### config.mk
export PLATFORM = sky130hd
export DESIGN_NAME = sarseq_top
export DESIGN_NICKNAME = d
export VERILOG_FILES = /design/src/logic/sarseq_pkg.sv /design/src/logic/sarseq_prescaler.sv /design/src/logic/sarseq_top.sv
export SDC_FILE = /design/constraint.sdc
export NUM_CORES = 1
export LEC_CHECK = 0
export BUFFER_PORTS_ARGS = -buffer_cell sky130_fd_sc_hd__buf_4
export CORE_UTILIZATION = 50
export CTS_CLUSTER_SIZE = 40
export DETAILED_ROUTE_END_ITERATION = 10
export PLACE_DENSITY = 0.71
export SETUP_SLACK_MARGIN = 0.5
export SYNTH_ARGS = -nofsm -noshare
export SYNTH_HDL_FRONTEND = slang
export SYNTH_SLANG_ARGS = --single-unit
### constraint.sdc
create_clock -name i_clk -period 5.1 [get_ports i_clk]
set_clock_uncertainty 0.05 [all_clocks]
set_input_delay 0 -clock i_clk [delete_from_list [all_inputs] [get_ports i_clk]]
set_output_delay 0 -clock i_clk [all_outputs]
set_load 0.05 [all_outputs]
### src/logic/sarseq_pkg.sv
package sarseq_pkg;

  // Register byte offsets on the AXI4-Lite bus.
  localparam int              ADDR_W         = 8;
  localparam logic [7:0]      OFS_TIMING     = 8'h00;
  localparam logic [7:0]      OFS_SEQUENCE   = 8'h04;
  localparam logic [7:0]      OFS_STATUS     = 8'h08;
  localparam logic [7:0]      OFS_RESULT     = 8'h20;
  localparam logic [7:0]      OFS_RESULT_MSK = 8'hE0;

  // AXI response codes.
  localparam logic [1:0]      RESP_OKAY      = 2'h0;
  localparam logic [1:0]      RESP_SLVERR    = 2'h2;

  // Reset values of the timing fields.
  localparam logic [4:0]      RST_CLK_DIV    = 5'h03;
  localparam logic [1:0]      RST_SAMPLE_EXT = 2'h0;
  localparam logic            RST_TEN_BIT    = 1'b0;

  // Smallest valid divider code, used in place of the reserved one.
  localparam logic [4:0]      DIV_RESERVED   = 5'h00;
  localparam logic [4:0]      DIV_MIN_VALID  = 5'h01;

  // Sample period shape in converter clocks.
  localparam logic [4:0]      PH1_END        = 5'h02;
  localparam logic [4:0]      PH2_END        = 5'h04;
  localparam logic [4:0]      DIRECT_BASE    = 5'h02;

  // Most significant bit index for each resolution.
  localparam logic [3:0]      MSB_TEN        = 4'h9;
  localparam logic [3:0]      MSB_EIGHT      = 4'h7;

  // Conversions per sequence, minus one.
  localparam logic [2:0]      LAST_FOUR      = 3'h3;
  localparam logic [2:0]      LAST_EIGHT     = 3'h7;

  // Reserved channel codes.
  localparam logic [3:0]      CH_RSV_LO      = 4'h8;
  localparam logic [3:0]      CH_RSV_HI      = 4'hB;

  typedef struct packed {
    logic       ten_bit;
    logic [1:0] sample_ext;
    logic [4:0] clk_div;
  } sarseq_timing_s;

  typedef struct packed {
    logic       eight_conv;
    logic       repeat_sel;
    logic       multi;
    logic [3:0] chan;
  } sarseq_seq_s;

  typedef struct packed {
    logic       seq_done;
    logic       busy;
    logic [2:0] mode;
    logic [2:0] conv_ptr;
    logic [7:0] conv_done;
  } sarseq_status_s;

  typedef enum logic [1:0] {
    ST_IDLE,
    ST_SAMPLE,
    ST_CONVERT
  } sarseq_state_e;

endpackage : sarseq_pkg

### src/logic/sarseq_prescaler.sv
`timescale 1ns/1ns
module sarseq_prescaler (
  input  wire logic       i_clk,
  input  wire logic       i_rst_b,
  input  wire logic [4:0] i_div,
  input  wire logic       i_clear,
  output logic            o_tick
);

  logic [4:0] cnt_r;
  logic [4:0] cnt_nxt;
  logic       half_r;
  logic       half_nxt;
  logic       tick_r;
  logic       tick_nxt;
  logic [4:0] div_eff;
  logic       stage;

  // First stage divides by the code plus one (code 0 as code 1), second stage by two.
  always_comb
  begin
    div_eff  = (i_div == sarseq_pkg::DIV_RESERVED) ? sarseq_pkg::DIV_MIN_VALID : i_div;
    stage    = (cnt_r == div_eff);
    cnt_nxt  = stage ? 5'h00 : 5'(cnt_r + 5'h01);
    half_nxt = stage ? ~half_r : half_r;
    tick_nxt = stage & half_r;
    // A restart starts one count in, so the first sample phase is not a cycle longer.
    if (i_clear)
    begin
      cnt_nxt  = 5'h01;
      half_nxt = 1'b0;
      tick_nxt = 1'b0;
    end
  end

  always_ff @(posedge i_clk or negedge i_rst_b)
  begin
    if (!i_rst_b)
    begin
      cnt_r  <= 5'h00;
      half_r <= 1'b0;
      tick_r <= 1'b0;
    end
    else
    begin
      cnt_r  <= cnt_nxt;
      half_r <= half_nxt;
      tick_r <= tick_nxt;
    end
  end

  assign o_tick = tick_r;

endmodule : sarseq_prescaler

### src/logic/sarseq_top.sv
// Design decisions made here: the AXI4-Lite slave port and the register offsets.
`timescale 1ns/1ns
module sarseq_top (
  input  wire logic        i_clk,
  input  wire logic        i_rst_b,
  input  wire logic        i_awvalid,
  output logic             o_awready,
  input  wire logic [7:0]  i_awaddr,
  input  wire logic        i_wvalid,
  output logic             o_wready,
  input  wire logic [31:0] i_wdata,
  input  wire logic [3:0]  i_wstrb,
  output logic             o_bvalid,
  input  wire logic        i_bready,
  output logic [1:0]       o_bresp,
  input  wire logic        i_arvalid,
  output logic             o_arready,
  input  wire logic [7:0]  i_araddr,
  output logic             o_rvalid,
  input  wire logic        i_rready,
  output logic [31:0]      o_rdata,
  output logic [1:0]       o_rresp,
  input  wire logic        i_comp_higher,
  output logic [3:0]       o_mux_sel,
  output logic             o_mux_en,
  output logic             o_mux_to_cap,
  output logic             o_buf_to_array,
  output logic             o_direct_to_array,
  output logic [9:0]       o_dac_code
);

  sarseq_pkg::sarseq_timing_s tim_r;
  sarseq_pkg::sarseq_timing_s tim_nxt;
  sarseq_pkg::sarseq_seq_s    seq_r;
  sarseq_pkg::sarseq_seq_s    seq_nxt;
  sarseq_pkg::sarseq_state_e  state_r;
  sarseq_pkg::sarseq_state_e  state_nxt;
  sarseq_pkg::sarseq_status_s stat;
  logic [4:0]  samp_r;
  logic [4:0]  samp_nxt;
  logic [3:0]  bit_r;
  logic [3:0]  bit_nxt;
  logic [9:0]  sar_r;
  logic [9:0]  sar_nxt;
  logic [2:0]  idx_r;
  logic [2:0]  idx_nxt;
  logic [7:0]  flags_r;
  logic [7:0]  flags_nxt;
  logic        sdone_r;
  logic        sdone_nxt;
  logic [9:0]  res_r   [8];
  logic [9:0]  res_nxt [8];
  logic [9:0]  final_val;
  logic [4:0]  samp_last;
  logic [3:0]  msb;
  logic [2:0]  last_idx;
  logic [3:0]  chan_cur;
  logic        conv_done;
  logic        tick;
  logic        comp_s1_r;
  logic        comp_s2_r;
  logic        aw_full_r;
  logic        aw_full_nxt;
  logic        w_full_r;
  logic        w_full_nxt;
  logic [7:0]  awaddr_r;
  logic [7:0]  awaddr_nxt;
  logic [31:0] wdata_r;
  logic [31:0] wdata_nxt;
  logic        wstrb0_r;
  logic        wstrb0_nxt;
  logic        bvalid_nxt;
  logic [1:0]  bresp_nxt;
  logic        rvalid_nxt;
  logic [31:0] rdata_nxt;
  logic [1:0]  rresp_nxt;
  logic        awready_nxt;
  logic        wready_nxt;
  logic        arready_nxt;
  logic        wr_fire;
  logic        wr_tim;
  logic        wr_seq;
  logic        mux_en_nxt;
  logic        cap_nxt;
  logic        buf_nxt;
  logic        dir_nxt;

  sarseq_prescaler u_prescaler (
    .i_clk   (i_clk),
    .i_rst_b (i_rst_b),
    .i_div   (tim_r.clk_div),
    .i_clear (wr_tim | wr_seq),
    .o_tick  (tick)
  );

  // Comparator decision comes from the analog side, so it is synchronised.
  always_ff @(posedge i_clk or negedge i_rst_b)
  begin
    if (!i_rst_b)
    begin
      comp_s1_r <= 1'b0;
      comp_s2_r <= 1'b0;
    end
    else
    begin
      comp_s1_r <= i_comp_higher;
      comp_s2_r <= comp_s1_r;
    end
  end

  // AXI4-Lite slave: address and data are caught in either order, then written.
  always_comb
  begin
    wr_fire     = aw_full_r & w_full_r & ~o_bvalid;
    wr_tim      = wr_fire & (awaddr_r == sarseq_pkg::OFS_TIMING);
    wr_seq      = wr_fire & (awaddr_r == sarseq_pkg::OFS_SEQUENCE);
    aw_full_nxt = aw_full_r;
    w_full_nxt  = w_full_r;
    awaddr_nxt  = awaddr_r;
    wdata_nxt   = wdata_r;
    wstrb0_nxt  = wstrb0_r;
    bvalid_nxt  = o_bvalid & ~i_bready;
    bresp_nxt   = o_bresp;
    if (i_awvalid & o_awready)
    begin
      aw_full_nxt = 1'b1;
      awaddr_nxt  = {i_awaddr[7:2], 2'h0};
    end
    if (i_wvalid & o_wready)
    begin
      w_full_nxt = 1'b1;
      wdata_nxt  = i_wdata;
      wstrb0_nxt = i_wstrb[0];
    end
    if (wr_fire)
    begin
      aw_full_nxt = 1'b0;
      w_full_nxt  = 1'b0;
      bvalid_nxt  = 1'b1;
      bresp_nxt   = (wr_tim | wr_seq) ? sarseq_pkg::RESP_OKAY : sarseq_pkg::RESP_SLVERR;
    end
    awready_nxt = ~aw_full_nxt & ~bvalid_nxt;
    wready_nxt  = ~w_full_nxt & ~bvalid_nxt;
    rvalid_nxt  = o_rvalid & ~i_rready;
    rdata_nxt   = o_rdata;
    rresp_nxt   = o_rresp;
    if (i_arvalid & o_arready)
    begin
      rvalid_nxt = 1'b1;
      rresp_nxt  = sarseq_pkg::RESP_OKAY;
      if ({i_araddr[7:2], 2'h0} == sarseq_pkg::OFS_TIMING)
        rdata_nxt = {24'h000000, tim_r};
      else if ({i_araddr[7:2], 2'h0} == sarseq_pkg::OFS_SEQUENCE)
        rdata_nxt = {25'h0000000, seq_r};
      else if ({i_araddr[7:2], 2'h0} == sarseq_pkg::OFS_STATUS)
        rdata_nxt = {16'h0000, stat};
      else if ((i_araddr & sarseq_pkg::OFS_RESULT_MSK) == sarseq_pkg::OFS_RESULT)
        rdata_nxt = {22'h000000, res_r[i_araddr[4:2]]};
      else
      begin
        rdata_nxt = 32'h00000000;
        rresp_nxt = sarseq_pkg::RESP_SLVERR;
      end
    end
    arready_nxt = ~rvalid_nxt;
  end

  always_ff @(posedge i_clk or negedge i_rst_b)
  begin
    if (!i_rst_b)
    begin
      aw_full_r <= 1'b0;
      w_full_r  <= 1'b0;
      awaddr_r  <= 8'h00;
      wdata_r   <= 32'h00000000;
      wstrb0_r  <= 1'b0;
      o_bvalid  <= 1'b0;
      o_bresp   <= 2'h0;
      o_awready <= 1'b0;
      o_wready  <= 1'b0;
      o_rvalid  <= 1'b0;
      o_rdata   <= 32'h00000000;
      o_rresp   <= 2'h0;
      o_arready <= 1'b0;
    end
    else
    begin
      aw_full_r <= aw_full_nxt;
      w_full_r  <= w_full_nxt;
      awaddr_r  <= awaddr_nxt;
      wdata_r   <= wdata_nxt;
      wstrb0_r  <= wstrb0_nxt;
      o_bvalid  <= bvalid_nxt;
      o_bresp   <= bresp_nxt;
      o_awready <= awready_nxt;
      o_wready  <= wready_nxt;
      o_rvalid  <= rvalid_nxt;
      o_rdata   <= rdata_nxt;
      o_rresp   <= rresp_nxt;
      o_arready <= arready_nxt;
    end
  end

  // Sequencer: sample phases, successive approximation and result storage.
  always_comb
  begin
    msb       = tim_r.ten_bit ? sarseq_pkg::MSB_TEN : sarseq_pkg::MSB_EIGHT;
    last_idx  = seq_r.eight_conv ? sarseq_pkg::LAST_EIGHT : sarseq_pkg::LAST_FOUR;
    samp_last = 5'((sarseq_pkg::DIRECT_BASE << tim_r.sample_ext) + sarseq_pkg::PH2_END - 5'h01);
    conv_done = (state_r == sarseq_pkg::ST_CONVERT) & tick & (bit_r == 4'h0);
    final_val = comp_s2_r ? (sar_r & ~(10'h001 << bit_r)) : sar_r;
    stat      = '{seq_done: sdone_r, busy: (state_r != sarseq_pkg::ST_IDLE),
                  mode: {seq_r.repeat_sel, seq_r.multi, seq_r.eight_conv},
                  conv_ptr: idx_r, conv_done: flags_r};
    tim_nxt   = tim_r;
    seq_nxt   = seq_r;
    state_nxt = state_r;
    samp_nxt  = samp_r;
    bit_nxt   = bit_r;
    sar_nxt   = sar_r;
    idx_nxt   = idx_r;
    flags_nxt = flags_r;
    sdone_nxt = sdone_r;
    for (int i = 0; i < 8; i++)
      res_nxt[i] = res_r[i];
    case (state_r)
      sarseq_pkg::ST_IDLE:
      begin
        state_nxt = sarseq_pkg::ST_IDLE;
      end
      sarseq_pkg::ST_SAMPLE:
      begin
        if (tick)
        begin
          samp_nxt = 5'(samp_r + 5'h01);
          if (samp_r == samp_last)
          begin
            state_nxt = sarseq_pkg::ST_CONVERT;
            bit_nxt   = msb;
            sar_nxt   = 10'h001 << msb;
          end
        end
      end
      sarseq_pkg::ST_CONVERT:
      begin
        if (tick)
        begin
          sar_nxt = final_val;
          if (bit_r != 4'h0)
          begin
            bit_nxt = 4'(bit_r - 4'h1);
            sar_nxt = final_val | (10'h001 << (bit_r - 4'h1));
          end
          else
          begin
            res_nxt[idx_r] = final_val;
            flags_nxt[idx_r] = 1'b1;
            samp_nxt = 5'h00;
            state_nxt = sarseq_pkg::ST_SAMPLE;
            idx_nxt = 3'(idx_r + 3'h1);
            if (idx_r == last_idx)
            begin
              sdone_nxt = 1'b1;
              idx_nxt   = 3'h0;
              if (!seq_r.repeat_sel)
                state_nxt = sarseq_pkg::ST_IDLE;
            end
          end
        end
      end
      default:
      begin
        state_nxt = sarseq_pkg::ST_IDLE;
      end
    endcase
    if (wr_tim)
    begin
      if (wstrb0_r)
        tim_nxt = sarseq_pkg::sarseq_timing_s'(wdata_r[7:0]);
      state_nxt = sarseq_pkg::ST_IDLE;
    end
    if (wr_seq)
    begin
      if (wstrb0_r)
        seq_nxt = sarseq_pkg::sarseq_seq_s'(wdata_r[6:0]);
      state_nxt = sarseq_pkg::ST_SAMPLE;
      samp_nxt  = 5'h00;
      idx_nxt   = 3'h0;
    end
    if ((wr_tim | wr_seq) & ((state_r != sarseq_pkg::ST_IDLE) | wr_seq))
    begin
      flags_nxt = 8'h00;
      sdone_nxt = 1'b0;
    end
    chan_cur   = seq_nxt.multi ? 4'(seq_nxt.chan + {1'b0, idx_nxt}) : seq_nxt.chan;
    mux_en_nxt = (state_nxt != sarseq_pkg::ST_IDLE) &
                 ~((chan_cur >= sarseq_pkg::CH_RSV_LO) & (chan_cur <= sarseq_pkg::CH_RSV_HI));
    cap_nxt    = (state_nxt == sarseq_pkg::ST_SAMPLE) & (samp_nxt < sarseq_pkg::PH1_END);
    buf_nxt    = (state_nxt == sarseq_pkg::ST_SAMPLE) & (samp_nxt >= sarseq_pkg::PH1_END) &
                 (samp_nxt < sarseq_pkg::PH2_END);
    dir_nxt    = (state_nxt == sarseq_pkg::ST_SAMPLE) & (samp_nxt >= sarseq_pkg::PH2_END);
  end

  always_ff @(posedge i_clk or negedge i_rst_b)
  begin
    if (!i_rst_b)
    begin
      tim_r   <= '{ten_bit: sarseq_pkg::RST_TEN_BIT, sample_ext: sarseq_pkg::RST_SAMPLE_EXT,
                   clk_div: sarseq_pkg::RST_CLK_DIV};
      seq_r   <= '0;
      state_r <= sarseq_pkg::ST_IDLE;
      samp_r  <= 5'h00;
      bit_r   <= 4'h0;
      sar_r   <= 10'h000;
      idx_r   <= 3'h0;
      flags_r <= 8'h00;
      sdone_r <= 1'b0;
      for (int i = 0; i < 8; i++)
        res_r[i] <= 10'h000;
      o_mux_sel         <= 4'h0;
      o_mux_en          <= 1'b0;
      o_mux_to_cap      <= 1'b0;
      o_buf_to_array    <= 1'b0;
      o_direct_to_array <= 1'b0;
      o_dac_code        <= 10'h000;
    end
    else
    begin
      tim_r   <= tim_nxt;
      seq_r   <= seq_nxt;
      state_r <= state_nxt;
      samp_r  <= samp_nxt;
      bit_r   <= bit_nxt;
      sar_r   <= sar_nxt;
      idx_r   <= idx_nxt;
      flags_r <= flags_nxt;
      sdone_r <= sdone_nxt;
      for (int i = 0; i < 8; i++)
        res_r[i] <= res_nxt[i];
      o_mux_sel         <= chan_cur;
      o_mux_en          <= mux_en_nxt;
      o_mux_to_cap      <= cap_nxt;
      o_buf_to_array    <= buf_nxt;
      o_direct_to_array <= dir_nxt;
      o_dac_code        <= sar_nxt;
    end
  end
endmodule : sarseq_top

==> impl_metrics.csv <==
group,metric,value,unit
setup_path,worstPathBufferInverterCount,1,
sta,relSlewSlack,32.3,%
setup_path,crit_family,"simple AND/OR/NAND/NOR gates",
yosys,syn-cell-area,8730,um^2
routing,drc,0,
sta,finalCriticalPeriod,3.65,ns
place,portBuffers,69,
clock_tree,insertion_delay,0.43,ns
run,cap_violations,0,
sta,hold_viol,0,
setup_path,path_cells,"inv_1 > ha_1 > nor3b_4 > nand2_1 > nor2_1 > nand2_1 > a21oi_1 > ha_1 > a211oi_1 > nor2_1 > xnor2_1 > o21ai_0 > a2bb2oi_1",
yosys,ys_async_sr_fraction,100,%
final_layout,n_fill_cell,1411,
clock_tree,cts_root_buf,"clkbuf_16",
sta,setup_viol_count_final,0,
yosys,yosys_register_bits,185,
floorplan,boundaryPins,119,
setup_path,start_kind,"flop",
place,gp_congestion,0.901,
clock_tree,clkSinkCount,185,
yosys,ys.flop_type,"dfrtp_1",
grt,grt_antenna_before_repair,0,
grt,top_usage_layer,"met2",
power_and_ir_drop,vdd_ir_drop_max,0.000289,V
grt,grt_usage,23.1,%
final_layout,design_area,10100,um^2
grt,grt_pass1_vias,6177,
setup_path,timing_worst_setup_path_type,"flop to flop",
setup_path,arrival,3.90,ns
outcome,status,"finished, final reports clean",
routing,wl,19.4,mm
sta,finalMaxSlewViolations,0,
grt,grt_max_degree,127,
yosys,syn_area_per_cell,10.7,um^2
clock_tree,cts_resized,0,
routing,num_vias,6248,
setup_path,cpMaxStageDelayCell,"dfrtp_1",
final_layout,num_antenna_cells,0,
routing,dr.first_iter.drc_count,379,
sta,rsz0062_at_grt,"false",
grt,grt_pass1_wl,32.2,mm
sta,period_share,71.5,%
sta,tightestPinTransition,1.01,ns
final_layout,num-nets-final,966,
power_and_ir_drop,p_leak,4.57,nW
clock_tree,clockBufferDepth,2,
sta,fmax,274,MHz
yosys,syn_inst,819,
floorplan,start_util,51.9,%
floorplan,rows,47,
yosys,synth-seq-area-share,53.0,%
sta,setup-tns-final,0,ns
grt,grtUsageMet1,32.7,%
clock_tree,numCtsBuffers,17,
routing,antenna_left,0,
place,place_ws,1.52,ns
yosys,synth_enable_flop_cells,0,
floorplan,dieArea,18000,um^2
final_layout,fin_util,60.3,%
clock_tree,htree_levels,4,
clock_tree,clkTransAtPathRegs,0.07,ns
grt,grtUsageMet2,36.4,%
worst_hold_path,hp-class,"input port to flop",
final_layout,drive_gt1_share,18.5,%
yosys,yosysWarnings,0,
place,place_area,9280,um^2
floorplan,die_x,134,um
place,dp_hpwl,12.6,mm
floorplan,die_y,134,um
setup_path,cp_max_fo,9,
grt,gr-usage-met3,4.88,%
routing,wire_per_inst,17.3,um
routing,viasPerCell,5.56,
setup_path,slowest_delay,0.46,ns
clock_tree,tritoncts,"built",
routing,first_pass_iters,5,
power_and_ir_drop,power,4.22,mW
setup_path,worstPathRequired,5.35,ns
floorplan,core,16800,um^2
setup_path,cp-end-kind,"flop",
power_and_ir_drop,p_per_area,416,nW/um^2
grt,grt-ovfl-total,0,
final_layout,area.growth.synth_to_final,16.0,%
sta,fin_ws,1.45,ns
yosys,yosysUniqueCellTypes,61,
-- sequential cells by signal (all words and copies together), names as in the netlist, 2 cells and up --
name               flops
bit_r                  4
sar_r                 10
o_rdata               16
res_r                 80
wdata_r                8
flags_r                8
samp_r                 5
awaddr_r               6
u_prescaler.cnt_r      5
state_r                2
idx_r                  3
seq_r                  7
tim_r                  8
o_mux_sel              4
-- cells in the mapped netlist (5+ instances only) --
library cell	count	area (um^2)
xor2_1	10	87.6
buf_4	19	143
mux2i_1	26	260
inv_1	34	128
xnor2_1	6	52.6
nand2_1	140	526
nand3_1	15	75.1
a31oi_1	5	31.3
nand4_1	5	31.3
buf_2	8	40.0
nor2_1	40	150
clkbuf_1	25	93.8
ha_1	15	188
a21oi_1	38	190
mux4_2	20	450
nand2b_1	5	31.3
o21ai_0	106	531
dfrtp_1	183	4580
a22o_1	12	105
mux2_2	30	338
-- repair_timing --
action	in CTS	in global routing
hold buffers	23	0
buffers inserted	0	0
hold endpoints to repair	149	0
-- per-stage QoR --
| step | hold WS (ns) | cells |
|---|---|---|
| after floorplan | -0.346 | 836 |
| after global placement | 0.0602 | 1068 |
| after detailed placement | 0.0611 | 1068 |
| after CTS | 0.0293 | 1123 |
| after global routing | 0.103 | 1123 |
| final | 0.0434 | 1123 |
-- worst paths after layout --
path                        startpoint          to  slack [ns]  cells past startpoint
min in group asynchronous      i_rst_b   res_r[78]        0.20                      2
setup / recovery              bit_r[0]    o_mux_en        1.45                     13
max in group asynchronous      i_rst_b  state_r[0]        3.37                      3
hold / removal             i_araddr[6]  o_rdata[7]        0.04                      5
setup reg to reg              bit_r[0]    o_mux_en        1.45                     13
hold reg to reg              comp_s1_r   comp_s2_r        0.30                      0
-- worst min-delay path: stages --
cell and delay, ns:
buf_4 0.08, or4_1 0.12, nor2_1 0.05, a21oi_1 0.13
o21ai_0 0.09
-- report_power, final --
part	internal (mW)	switching, mW	leakage [nW]
combinational	0.387	0.571	1.77
sequential	1.66	0.211	2.50
clock	0.819	0.574	0.298
total	2.86	1.36	4.57
-- logic make-up (layout without fill, tap and decap cells) --
kind of cell    count (synthesis)  count (layout)  share of synthesized area, %
other cells                     1              18                        0.0429
fa+ha+maj                      16              16                          2.38
buf+inv                        92             159                          5.23
xor+xnor                       16              16                          1.60
mux                            79              79                          12.6
simple gates                  243             243                          12.7
flops                         185             185                          53.0
compound gates                187             187                          12.4
-- layer usage --
metal	up-vias	wire length (um)
met2	190	9110
met3	19	1130
met5	-	0
met1	3073	8910
met4	0	231
li1	2966	-
-- cell usage in the layout (no fill, tap or decap), drive strengths merged, types with 4 or more instances in the layout --
cell type,instances
mux2i,27
a22o,12
nor3b,4
nand4,5
inv,37
nor3,5
ha,15
a21oi,38
nor4,4
conb,18
and2,4
dfrtp,183
a31oi,5
dlygate4sd3,23
clkbuf,22
xnor2,6
buf,69
o21ai,106
xor2,10
nand4b,4
nand3b,4
nand2,140
mux4,20
nand3,15
a221oi,4
mux2,32
nand2b,5
nor2,40
-- final cells by class --
class	count	area [um^2]	share of cell area (%)
flip-flops and latches	185	4630	45.7
multi-input cells	559	3710	36.6
repair buffers	93	762	7.52
clock buffers	21	470	4.64
well taps	220	275	2.72
clock inverters	11	159	1.57
inverters	34	128	1.26
(Power assumes the default switching activity.)
